$ cat config.mk
export PLATFORM = sky130hd
export DESIGN_NAME = jtl_regs
export DESIGN_NICKNAME = d
export VERILOG_FILES = /design/src/design/jtl_pkg.sv /design/src/design/jtl_sample_check.sv /design/src/design/jtl_regs.sv
export SDC_FILE = /design/constraint.sdc
export NUM_CORES = 1
export LEC_CHECK = 0
export ABC_AREA = 1
export BUFFER_PORTS_ARGS = -buffer_cell sky130_fd_sc_hd__buf_2
export CELL_PAD_IN_SITES_DETAIL_PLACEMENT = 1
export CELL_PAD_IN_SITES_GLOBAL_PLACEMENT = 2
export CORE_AREA = 2 2 270 272
export CTS_BUF_LIST = sky130_fd_sc_hd__clkbuf_8
export DETAILED_ROUTE_END_ITERATION = 7
export DIE_AREA = 0 0 272 274
export PLACE_DENSITY = 0.65
export SLEW_MARGIN = 20
export SYNTH_ARGS = -nofsm -noshare
export SYNTH_HDL_FRONTEND = slang
export SYNTH_SLANG_ARGS = --single-unit
$ cat constraint.sdc
create_clock -name clk_sys -period 3.7 [get_ports clk_sys]
set_input_delay 0.185 -clock clk_sys [delete_from_list [all_inputs] [get_ports clk_sys]]
set_output_delay 0.185 -clock clk_sys [all_outputs]
set_load 0.01 [all_outputs]
$ cat src/design/jtl_pkg.sv
package jtl_pkg;

  // ----------------------------------------
  // Register offsets
  // ----------------------------------------
  localparam logic [11:0] JTL_OFS_TEST_CTRL = 12'h032C;
  localparam logic [11:0] JTL_OFS_EXP_LO    = 12'h032D;
  localparam logic [11:0] JTL_OFS_EXP_HI    = 12'h032E;
  localparam logic [11:0] JTL_OFS_RESULT    = 12'h032F;
  localparam logic [11:0] JTL_OFS_SETUP     = 12'h0333;
  localparam logic [11:0] JTL_OFS_POLARITY  = 12'h0334;
  localparam logic [11:0] JTL_OFS_DEV_ID    = 12'h0400;
  localparam logic [11:0] JTL_OFS_BANK      = 12'h0401;
  localparam logic [11:0] JTL_OFS_LANE      = 12'h0402;

  // ----------------------------------------
  // Field positions and reset values
  // ----------------------------------------
  localparam int          JTL_BIT_ENABLE   = 0;
  localparam int          JTL_BIT_CLEAR    = 1;
  localparam int          JTL_CONV_LSB     = 2;
  localparam int          JTL_IDX_LSB      = 4;
  localparam logic [7:0]  JTL_RST_BYTE     = 8'h00;
  localparam logic [1:0]  JTL_CONV_FIRST   = 2'h0;
  localparam logic [1:0]  JTL_CONV_SECOND  = 2'h2;
  localparam int          JTL_SAMPLE_W     = 16;
  localparam int          JTL_SAMPLES      = 4;

  // Register write/read strobe bundle from the serial control port
  typedef struct packed {
    logic        wr;
    logic        rd;
    logic [11:0] addr;
    logic [7:0]  wdata;
  } jtl_req_t;

  // Link parameters captured from lane 0
  typedef struct packed {
    logic [7:0] dev_id;
    logic [3:0] adj_res;
    logic [3:0] bank_id;
    logic       adj_dir;
    logic       ph_adj;
    logic [4:0] lane_id;
  } jtl_lparm_t;

endpackage : jtl_pkg

$ cat src/design/jtl_sample_check.sv
`timescale 1ns/10ps
module jtl_sample_check #(
  parameter int SAMPLE_W = jtl_pkg::JTL_SAMPLE_W,
  parameter int SAMPLES  = jtl_pkg::JTL_SAMPLES
) (
  input  wire logic                          clk_sys,
  input  wire logic                          rst_b,
  input  wire logic                          enable,
  input  wire logic                          clear,
  input  wire logic [1:0]                    conv_sel,
  input  wire logic [1:0]                    idx_sel,
  input  wire logic [SAMPLE_W-1:0]           expected,
  input  wire logic                          smp_valid,
  input  wire logic [2*SAMPLES*SAMPLE_W-1:0] smp_data,
  output logic                               failed
);
  import jtl_pkg::*;

  // ----------------------------------------
  // Sample selection
  // ----------------------------------------
  logic [SAMPLES*SAMPLE_W-1:0] conv_bus;
  logic [SAMPLE_W-1:0]         picked;
  logic                        mismatch;
  logic                        en_q;
  logic                        en_rise;
  logic                        failed_q;

  // Odd converter codes are undefined; they fall back to the first one
  assign conv_bus = (conv_sel == JTL_CONV_SECOND) ?                       // RULE_01
                    smp_data[2*SAMPLES*SAMPLE_W-1:SAMPLES*SAMPLE_W] :
                    smp_data[SAMPLES*SAMPLE_W-1:0];
  assign picked   = conv_bus[idx_sel*SAMPLE_W +: SAMPLE_W];               // RULE_17
  assign mismatch = smp_valid && (picked != expected);                    // RULE_06
  assign en_rise  = enable && !en_q;

  // ----------------------------------------
  // Sticky fail flag
  // ----------------------------------------
  // A mismatch arriving with a clear still wins, so no event is lost
  always_ff @(posedge clk_sys) begin
    if (!rst_b) begin
      en_q     <= 1'b0;
      failed_q <= 1'b0;
    end else begin
      en_q <= enable;
      if (enable && mismatch)
        failed_q <= 1'b1;                                                 // RULE_07
      else if (clear || en_rise)
        failed_q <= 1'b0;                                                 // RULE_02
    end
  end

  assign failed = failed_q;                                               // RULE_18

endmodule : jtl_sample_check

$ cat src/design/jtl_regs.sv
`timescale 1ns/10ps
// Contract
// RULE_01 - converter select 0 first, 2 second
// RULE_02 - writing clear resets stored test result
// RULE_03 - enable bit 0 starts/stops test
// RULE_04 - low expected byte register, reset zero
// RULE_05 - high expected byte register
// RULE_06 - compare selected sample to reference
// RULE_07 - fail bit 0, upper bits zero
// RULE_08 - software writes 0x01 to setup
// RULE_09 - polarity bit inverts lane data
// RULE_10 - capture lane 0 link parameters
// RULE_11 - report received device identifier
// RULE_12 - adjust resolution in bank bits 7:4
// RULE_13 - bank identifier in low nibble
// RULE_14 - adjust direction at lane bit 6
// RULE_15 - phase adjust request at bit 5
// RULE_16 - lane identifier bits 4:0, bit7 zero
// RULE_17 - sample index selects compared sample
// RULE_18 - fail holds until clear or re-enable
module jtl_regs #(
  parameter int LANES    = 8,
  parameter int LANE_W   = 32,
  parameter int SAMPLE_W = jtl_pkg::JTL_SAMPLE_W,
  parameter int SAMPLES  = jtl_pkg::JTL_SAMPLES
) (
  input  wire logic                          clk_sys,
  input  wire logic                          rst_b,
  input  wire jtl_pkg::jtl_req_t             req,
  output logic [7:0]                         rdata,
  output logic                               rvalid,
  input  wire logic [LANES*LANE_W-1:0]       lane_raw,
  output logic [LANES*LANE_W-1:0]            lane_fixed,
  input  wire logic                          lparm_valid,
  input  wire jtl_pkg::jtl_lparm_t           lparm_in,
  input  wire logic                          smp_valid,
  input  wire logic [2*SAMPLES*SAMPLE_W-1:0] smp_data,
  output logic                               setup_ok
);
  import jtl_pkg::*;

  // ----------------------------------------
  // Register storage
  // ----------------------------------------
  logic [7:0]  ctrl_q;
  logic [7:0]  exp_lo_q;
  logic [7:0]  exp_hi_q;
  logic [7:0]  setup_q;
  logic [7:0]  pol_q;
  jtl_lparm_t  lparm_q;
  logic [7:0]  rdata_q;
  logic        rvalid_q;
  logic [LANES*LANE_W-1:0] lane_q;
  wire  [LANES*LANE_W-1:0] lane_inv;
  logic        failed;
  logic        clear_pulse;

  // Address decode
  wire wr_ctrl  = req.wr && (req.addr == JTL_OFS_TEST_CTRL);
  wire wr_lo    = req.wr && (req.addr == JTL_OFS_EXP_LO);
  wire wr_hi    = req.wr && (req.addr == JTL_OFS_EXP_HI);
  wire wr_setup = req.wr && (req.addr == JTL_OFS_SETUP);
  wire wr_pol   = req.wr && (req.addr == JTL_OFS_POLARITY);

  // Clear acts once per write of a one; the stored bit only reads back
  assign clear_pulse = wr_ctrl && req.wdata[JTL_BIT_CLEAR];               // RULE_02

  // ----------------------------------------
  // Writable registers
  // ----------------------------------------
  always_ff @(posedge clk_sys) begin
    if (!rst_b) begin
      ctrl_q   <= JTL_RST_BYTE;                                           // RULE_03
      exp_lo_q <= JTL_RST_BYTE;                                           // RULE_04
      exp_hi_q <= JTL_RST_BYTE;
      setup_q  <= JTL_RST_BYTE;
      pol_q    <= JTL_RST_BYTE;
    end else begin
      if (wr_ctrl)  ctrl_q   <= {2'b00, req.wdata[5:0]};
      if (wr_lo)    exp_lo_q <= req.wdata;                                // RULE_04
      if (wr_hi)    exp_hi_q <= req.wdata;                                // RULE_05
      if (wr_setup) setup_q  <= req.wdata;
      if (wr_pol)   pol_q    <= req.wdata;
    end
  end

  // Setup value is only reported; the link cannot check software did it
  assign setup_ok = (setup_q == 8'h01);                                   // RULE_08

  // ----------------------------------------
  // Link parameter capture from lane 0
  // ----------------------------------------
  always_ff @(posedge clk_sys) begin
    if (!rst_b)
      lparm_q <= '0;                                                      // RULE_10
    else if (lparm_valid)
      lparm_q <= lparm_in;                                                // RULE_10
  end

  // ----------------------------------------
  // Lane polarity inversion, one register stage for all lanes
  // ----------------------------------------
  // Per-lane XOR is combinational so a single process owns lane_q
  genvar g;
  generate
    for (g = 0; g < LANES; g++) begin : g_lane
      wire [LANE_W-1:0] inv = {LANE_W{(g < 8) ? pol_q[g % 8] : 1'b0}};
      assign lane_inv[g*LANE_W +: LANE_W] = lane_raw[g*LANE_W +: LANE_W] ^ inv; // RULE_09
    end
  endgenerate

  always_ff @(posedge clk_sys) begin
    if (!rst_b)
      lane_q <= '0;
    else
      lane_q <= lane_inv;                                                 // RULE_09
  end
  assign lane_fixed = lane_q;

  // ----------------------------------------
  // Transport sample check
  // ----------------------------------------
  jtl_sample_check #(
    .SAMPLE_W (SAMPLE_W),
    .SAMPLES  (SAMPLES)
  ) u_check (
    .clk_sys   (clk_sys),
    .rst_b     (rst_b),
    .enable    (ctrl_q[JTL_BIT_ENABLE]),                                  // RULE_03
    .clear     (clear_pulse),
    .conv_sel  (ctrl_q[JTL_CONV_LSB +: 2]),                               // RULE_01
    .idx_sel   (ctrl_q[JTL_IDX_LSB +: 2]),                                // RULE_17
    .expected  ({exp_hi_q, exp_lo_q}),                                    // RULE_05
    .smp_valid (smp_valid),
    .smp_data  (smp_data),
    .failed    (failed)
  );

  // ----------------------------------------
  // Read mux
  // ----------------------------------------
  logic [7:0] rd_mux;
  always_comb begin
    rd_mux = 8'h00;                                                       // Unmapped reads zero
    unique case (req.addr)
      JTL_OFS_TEST_CTRL: rd_mux = ctrl_q;
      JTL_OFS_EXP_LO:    rd_mux = exp_lo_q;
      JTL_OFS_EXP_HI:    rd_mux = exp_hi_q;
      JTL_OFS_RESULT:    rd_mux = {7'h00, failed};                        // RULE_07
      JTL_OFS_SETUP:     rd_mux = setup_q;
      JTL_OFS_POLARITY:  rd_mux = pol_q;
      JTL_OFS_DEV_ID:    rd_mux = lparm_q.dev_id;                         // RULE_11
      JTL_OFS_BANK:      rd_mux = {lparm_q.adj_res, lparm_q.bank_id};     // RULE_12 RULE_13
      JTL_OFS_LANE:      rd_mux = {1'b0, lparm_q.adj_dir,                 // RULE_14
                                   lparm_q.ph_adj, lparm_q.lane_id};      // RULE_15 RULE_16
      default:           rd_mux = 8'h00;
    endcase
  end

  // Registered read data, one cycle after the strobe
  always_ff @(posedge clk_sys) begin
    if (!rst_b) begin
      rdata_q  <= 8'h00;
      rvalid_q <= 1'b0;
    end else begin
      rvalid_q <= req.rd;
      if (req.rd) rdata_q <= rd_mux;
    end
  end

  assign rdata  = rdata_q;
  assign rvalid = rvalid_q;

endmodule : jtl_regs

==> impl_metrics.toml <==
[global_route]
grt_use_met3 = 0.0449
antenna_found_initial = 16
gr-total-overflow = 0
use_met1 = 0.190
grt_pass1_wl_mm = 96.2
grt_pass1_vias = 16200
gr-usage-met2 = 0.302
grt_max_degree = 116
grt_usage = 0.168
grt_busiest_layer = "met2"

[layout]
drive_gt1_frac = 0.307
postLayoutCoreUtil = 0.308
design_area_mm2 = 0.0221
final_cells = 3641
regArea_mm2 = 0.00658
fillers = 8725
nNetsFinal = 3067
multi_input_area_mm2 = 0.00597
syn_to_final_growth_pct = 64.8

[placed_design]
place_congestion = 0.832
dp_hpwl_mm = 48.4
placed_cell_area_mm2 = 0.0179
preCtsSetupSlack_ns = 1.21
io_buffer_count = 698
dp_cells = 3227

[synth]
synth_seq_cells = 328
ys_seq_area_frac = 0.489
syn_nets = 2088
syn_area_mm2 = 0.0134
synth.area.mux_share = 0
synth_top_area_cell = "dfxtp_1"
synth_simple_gate_area_share = 0.223
synth_fa_ha_area_frac = 0
synth_top_area_share = 0.489
syn_avg_cell_area_um2 = 8.12
yosysWarnings = 0
synth.distinct_cells = 24
synth_xor_area_frac = 0.167
synth_compound_area_frac = 0.0541
synth.area.top_cells = "dfxtp_1, xnor2_1, nor2_1"
synth_top_family_by_area = "simple AND/OR/NAND/NOR gates"
synthCells = 1655

[cts]
cts_resized = 0
clock_path_buffers = 3
cts_root_buf = "clkbuf_8"
cts.sinks = 328
cts_made_buffers = 61
cts_tree = "built"
cts_setup_buffers = 0
holdBufCountCts = 303
htreeDepth = 2
clk_pin_slew_ns = 0.07
clk_latency_ns = 0.69

[status]
outcome = "completed"

[setup_path]
crit_path_frequent_cell = "nand2_1"
startpoint_type = "flip-flop"
cp.arrival_ns = 3.00
required_ns = 4.21
critPathMaxFanout = 39
cp-end-kind = "flip-flop"
cp_slowest_stage_delay_ns = 0.42
worstPathCellList = "buf_4, inv_1, nor2_2, buf_4, nand2_1, nand3_1, nand2_1, nand2_1, nand2_1, nand2_1, nand2_1, nor2_1, nand2_1, nor2_1, nand2_1, nand2_1, a21oi_1"
cp_slowest_cell = "buf_4"
worst-setup-path-type = "reg -> reg"
critPathBufInv = 3
cp_top_family = "simple AND/OR/NAND/NOR gates"

[sta]
drv_slew = 0
hold_violations = 0
grt_setup_unrepaired = "false"
clock.fmax_ghz = 0.400
fin_skew_ns = 0.0460
fin_crit_sh = 0.675
layout_setup_ws_ns = 1.20
hold_ws_ns = 0.101
fin_setup_tns_ns = 0
setup_viol = 0
tightest_slew_ns = 1.02
period_needed_ns = 2.50
relSlewSlack = 0.322

[floorplanning]
fp.dieArea_mm2 = 0.0745
initial_utilization = 0.187
die_h_um = 274
die_x_um = 272
fp.coreArea_mm2 = 0.0720
num_rows = 99
ios = 699

[drt]
post_drt_wl_per_cell_um = 17.9
antenna_left = 0
via_count = 14600
drc_errors = 0
drt-initial-drc-count = 465
finalWirelength_mm = 65.3
drt_first_pass_iters = 5
via_per_inst = 4.02

[hold_path]
worst_hold_path_type = "in -> reg"

[pwr]
ir_worst_vdd_uv = 246
total_power_mw = 8.58
p_leak_nw = 10.2
power_density_mw_per_mm2 = 387

[run]
drv_cap = 0
## placed cells by master, fill, tap and decap left out
cell and n:
clkinv_2 6, o21ai_0 57, nand2_2 1, o211ai_1 1, nand2_1 198, a21oi_1 49
clkinv_8 1, bufinv_16 4, nor3_1 4, dfxtp_1 320, buf_12 2, nand4_4 1
inv_8 2, nor4_4 2, o22ai_1 11, inv_2 3, clkbuf_8 69, buf_4 20
a211oi_1 16, nor2_2 2, inv_12 1, diode_2 8, dfxtp_2 8, clkinvlp_4 1
xnor2_1 256, nand3_1 172, nand3b_1 1, nor2_1 328, clkinv_1 2, inv_1 127
nor4_2 1, buf_2 698, nand4_1 7, dlygate4sd3_1 303
## layer usage
metal  up-vias  routed length [µm]
met1      6880               26000
met2       467               32900
met3       132                4210
li1       7134                   -
met4        16                2100
met5         -                 101
## synthesized netlist by cell type, drive strengths merged
cell / instances
xnor2: 256
nor4: 3
buf: 55
nand2: 199
nor2: 330
nor3: 4
o22ai: 11
o21ai: 57
inv: 111
o211ai: 1
nand3b: 1
nand3: 172
dfxtp: 328
a211oi: 16
nand4: 8
a21oi: 49
clkbuf: 52
clkinv: 2
## registers in the layout, summed over array words and instances (netlist names)
register and cells:
exp_hi_q 8, setup_q 8, pol_q 8, lane_fixed 256, u_check.failed 1, rdata 8, lparm_q 23, exp_lo_q 8
u_check.en_q 1, ctrl_q 6, rvalid 1
## worst reg2reg max path: stages (launching register included)
cell     delay [ns]
dfxtp_1        0.35
buf_4          0.42
inv_1          0.13
nor2_2         0.10
buf_4          0.33
nand2_1        0.11
nand3_1        0.09
nand2_1        0.06
nand2_1        0.07
nand2_1        0.08
nand2_1        0.06
nand2_1        0.05
nor2_1         0.15
nand2_1        0.10
nor2_1         0.09
nand2_1        0.06
nand2_1        0.06
a21oi_1        0.05
## report_power, final
part / leakage (nW) / switching (mW) / internal [mW]
Combinational: 6.77 / 0.579 / 0.644
Sequential: 2.72 / 0.0496 / 3.70
Clock: 0.703 / 1.62 / 1.98
## worst paths after layout
check	slack, ns	to	cells after the start	start
worst max-delay path	1.20	u_check.failed	17	ctrl_q[3]
worst min-delay path	0.10	rvalid	4	rst_b
worst max register to register	1.20	u_check.failed	17	ctrl_q[3]
worst min register to register	0.46	lparm_q[3]	2	lparm_q[3]
## logic make-up (layout without fill, tap and decap cells)
family | Yosys count | after routing
XOR/XNOR | 256 | 256
AO/OA/AOI/OAI | 134 | 134
AND/OR/NAND/NOR | 717 | 717
other | 0 | 8
buffers and inverters | 220 | 1239
flip-flops | 328 | 328
## area by class of cell
class | instances | share of cell area
diodes | 8 | 0.000904
clock buffers | 69 | 0.0429
clock inverters | 34 | 0.0125
inverters | 113 | 0.0195
multi-input cells | 1107 | 0.270
flip-flops and latches | 328 | 0.297
well taps | 959 | 0.0542
repair buffers | 1023 | 0.303
Note: power is estimated with default switching activity, not from simulation.
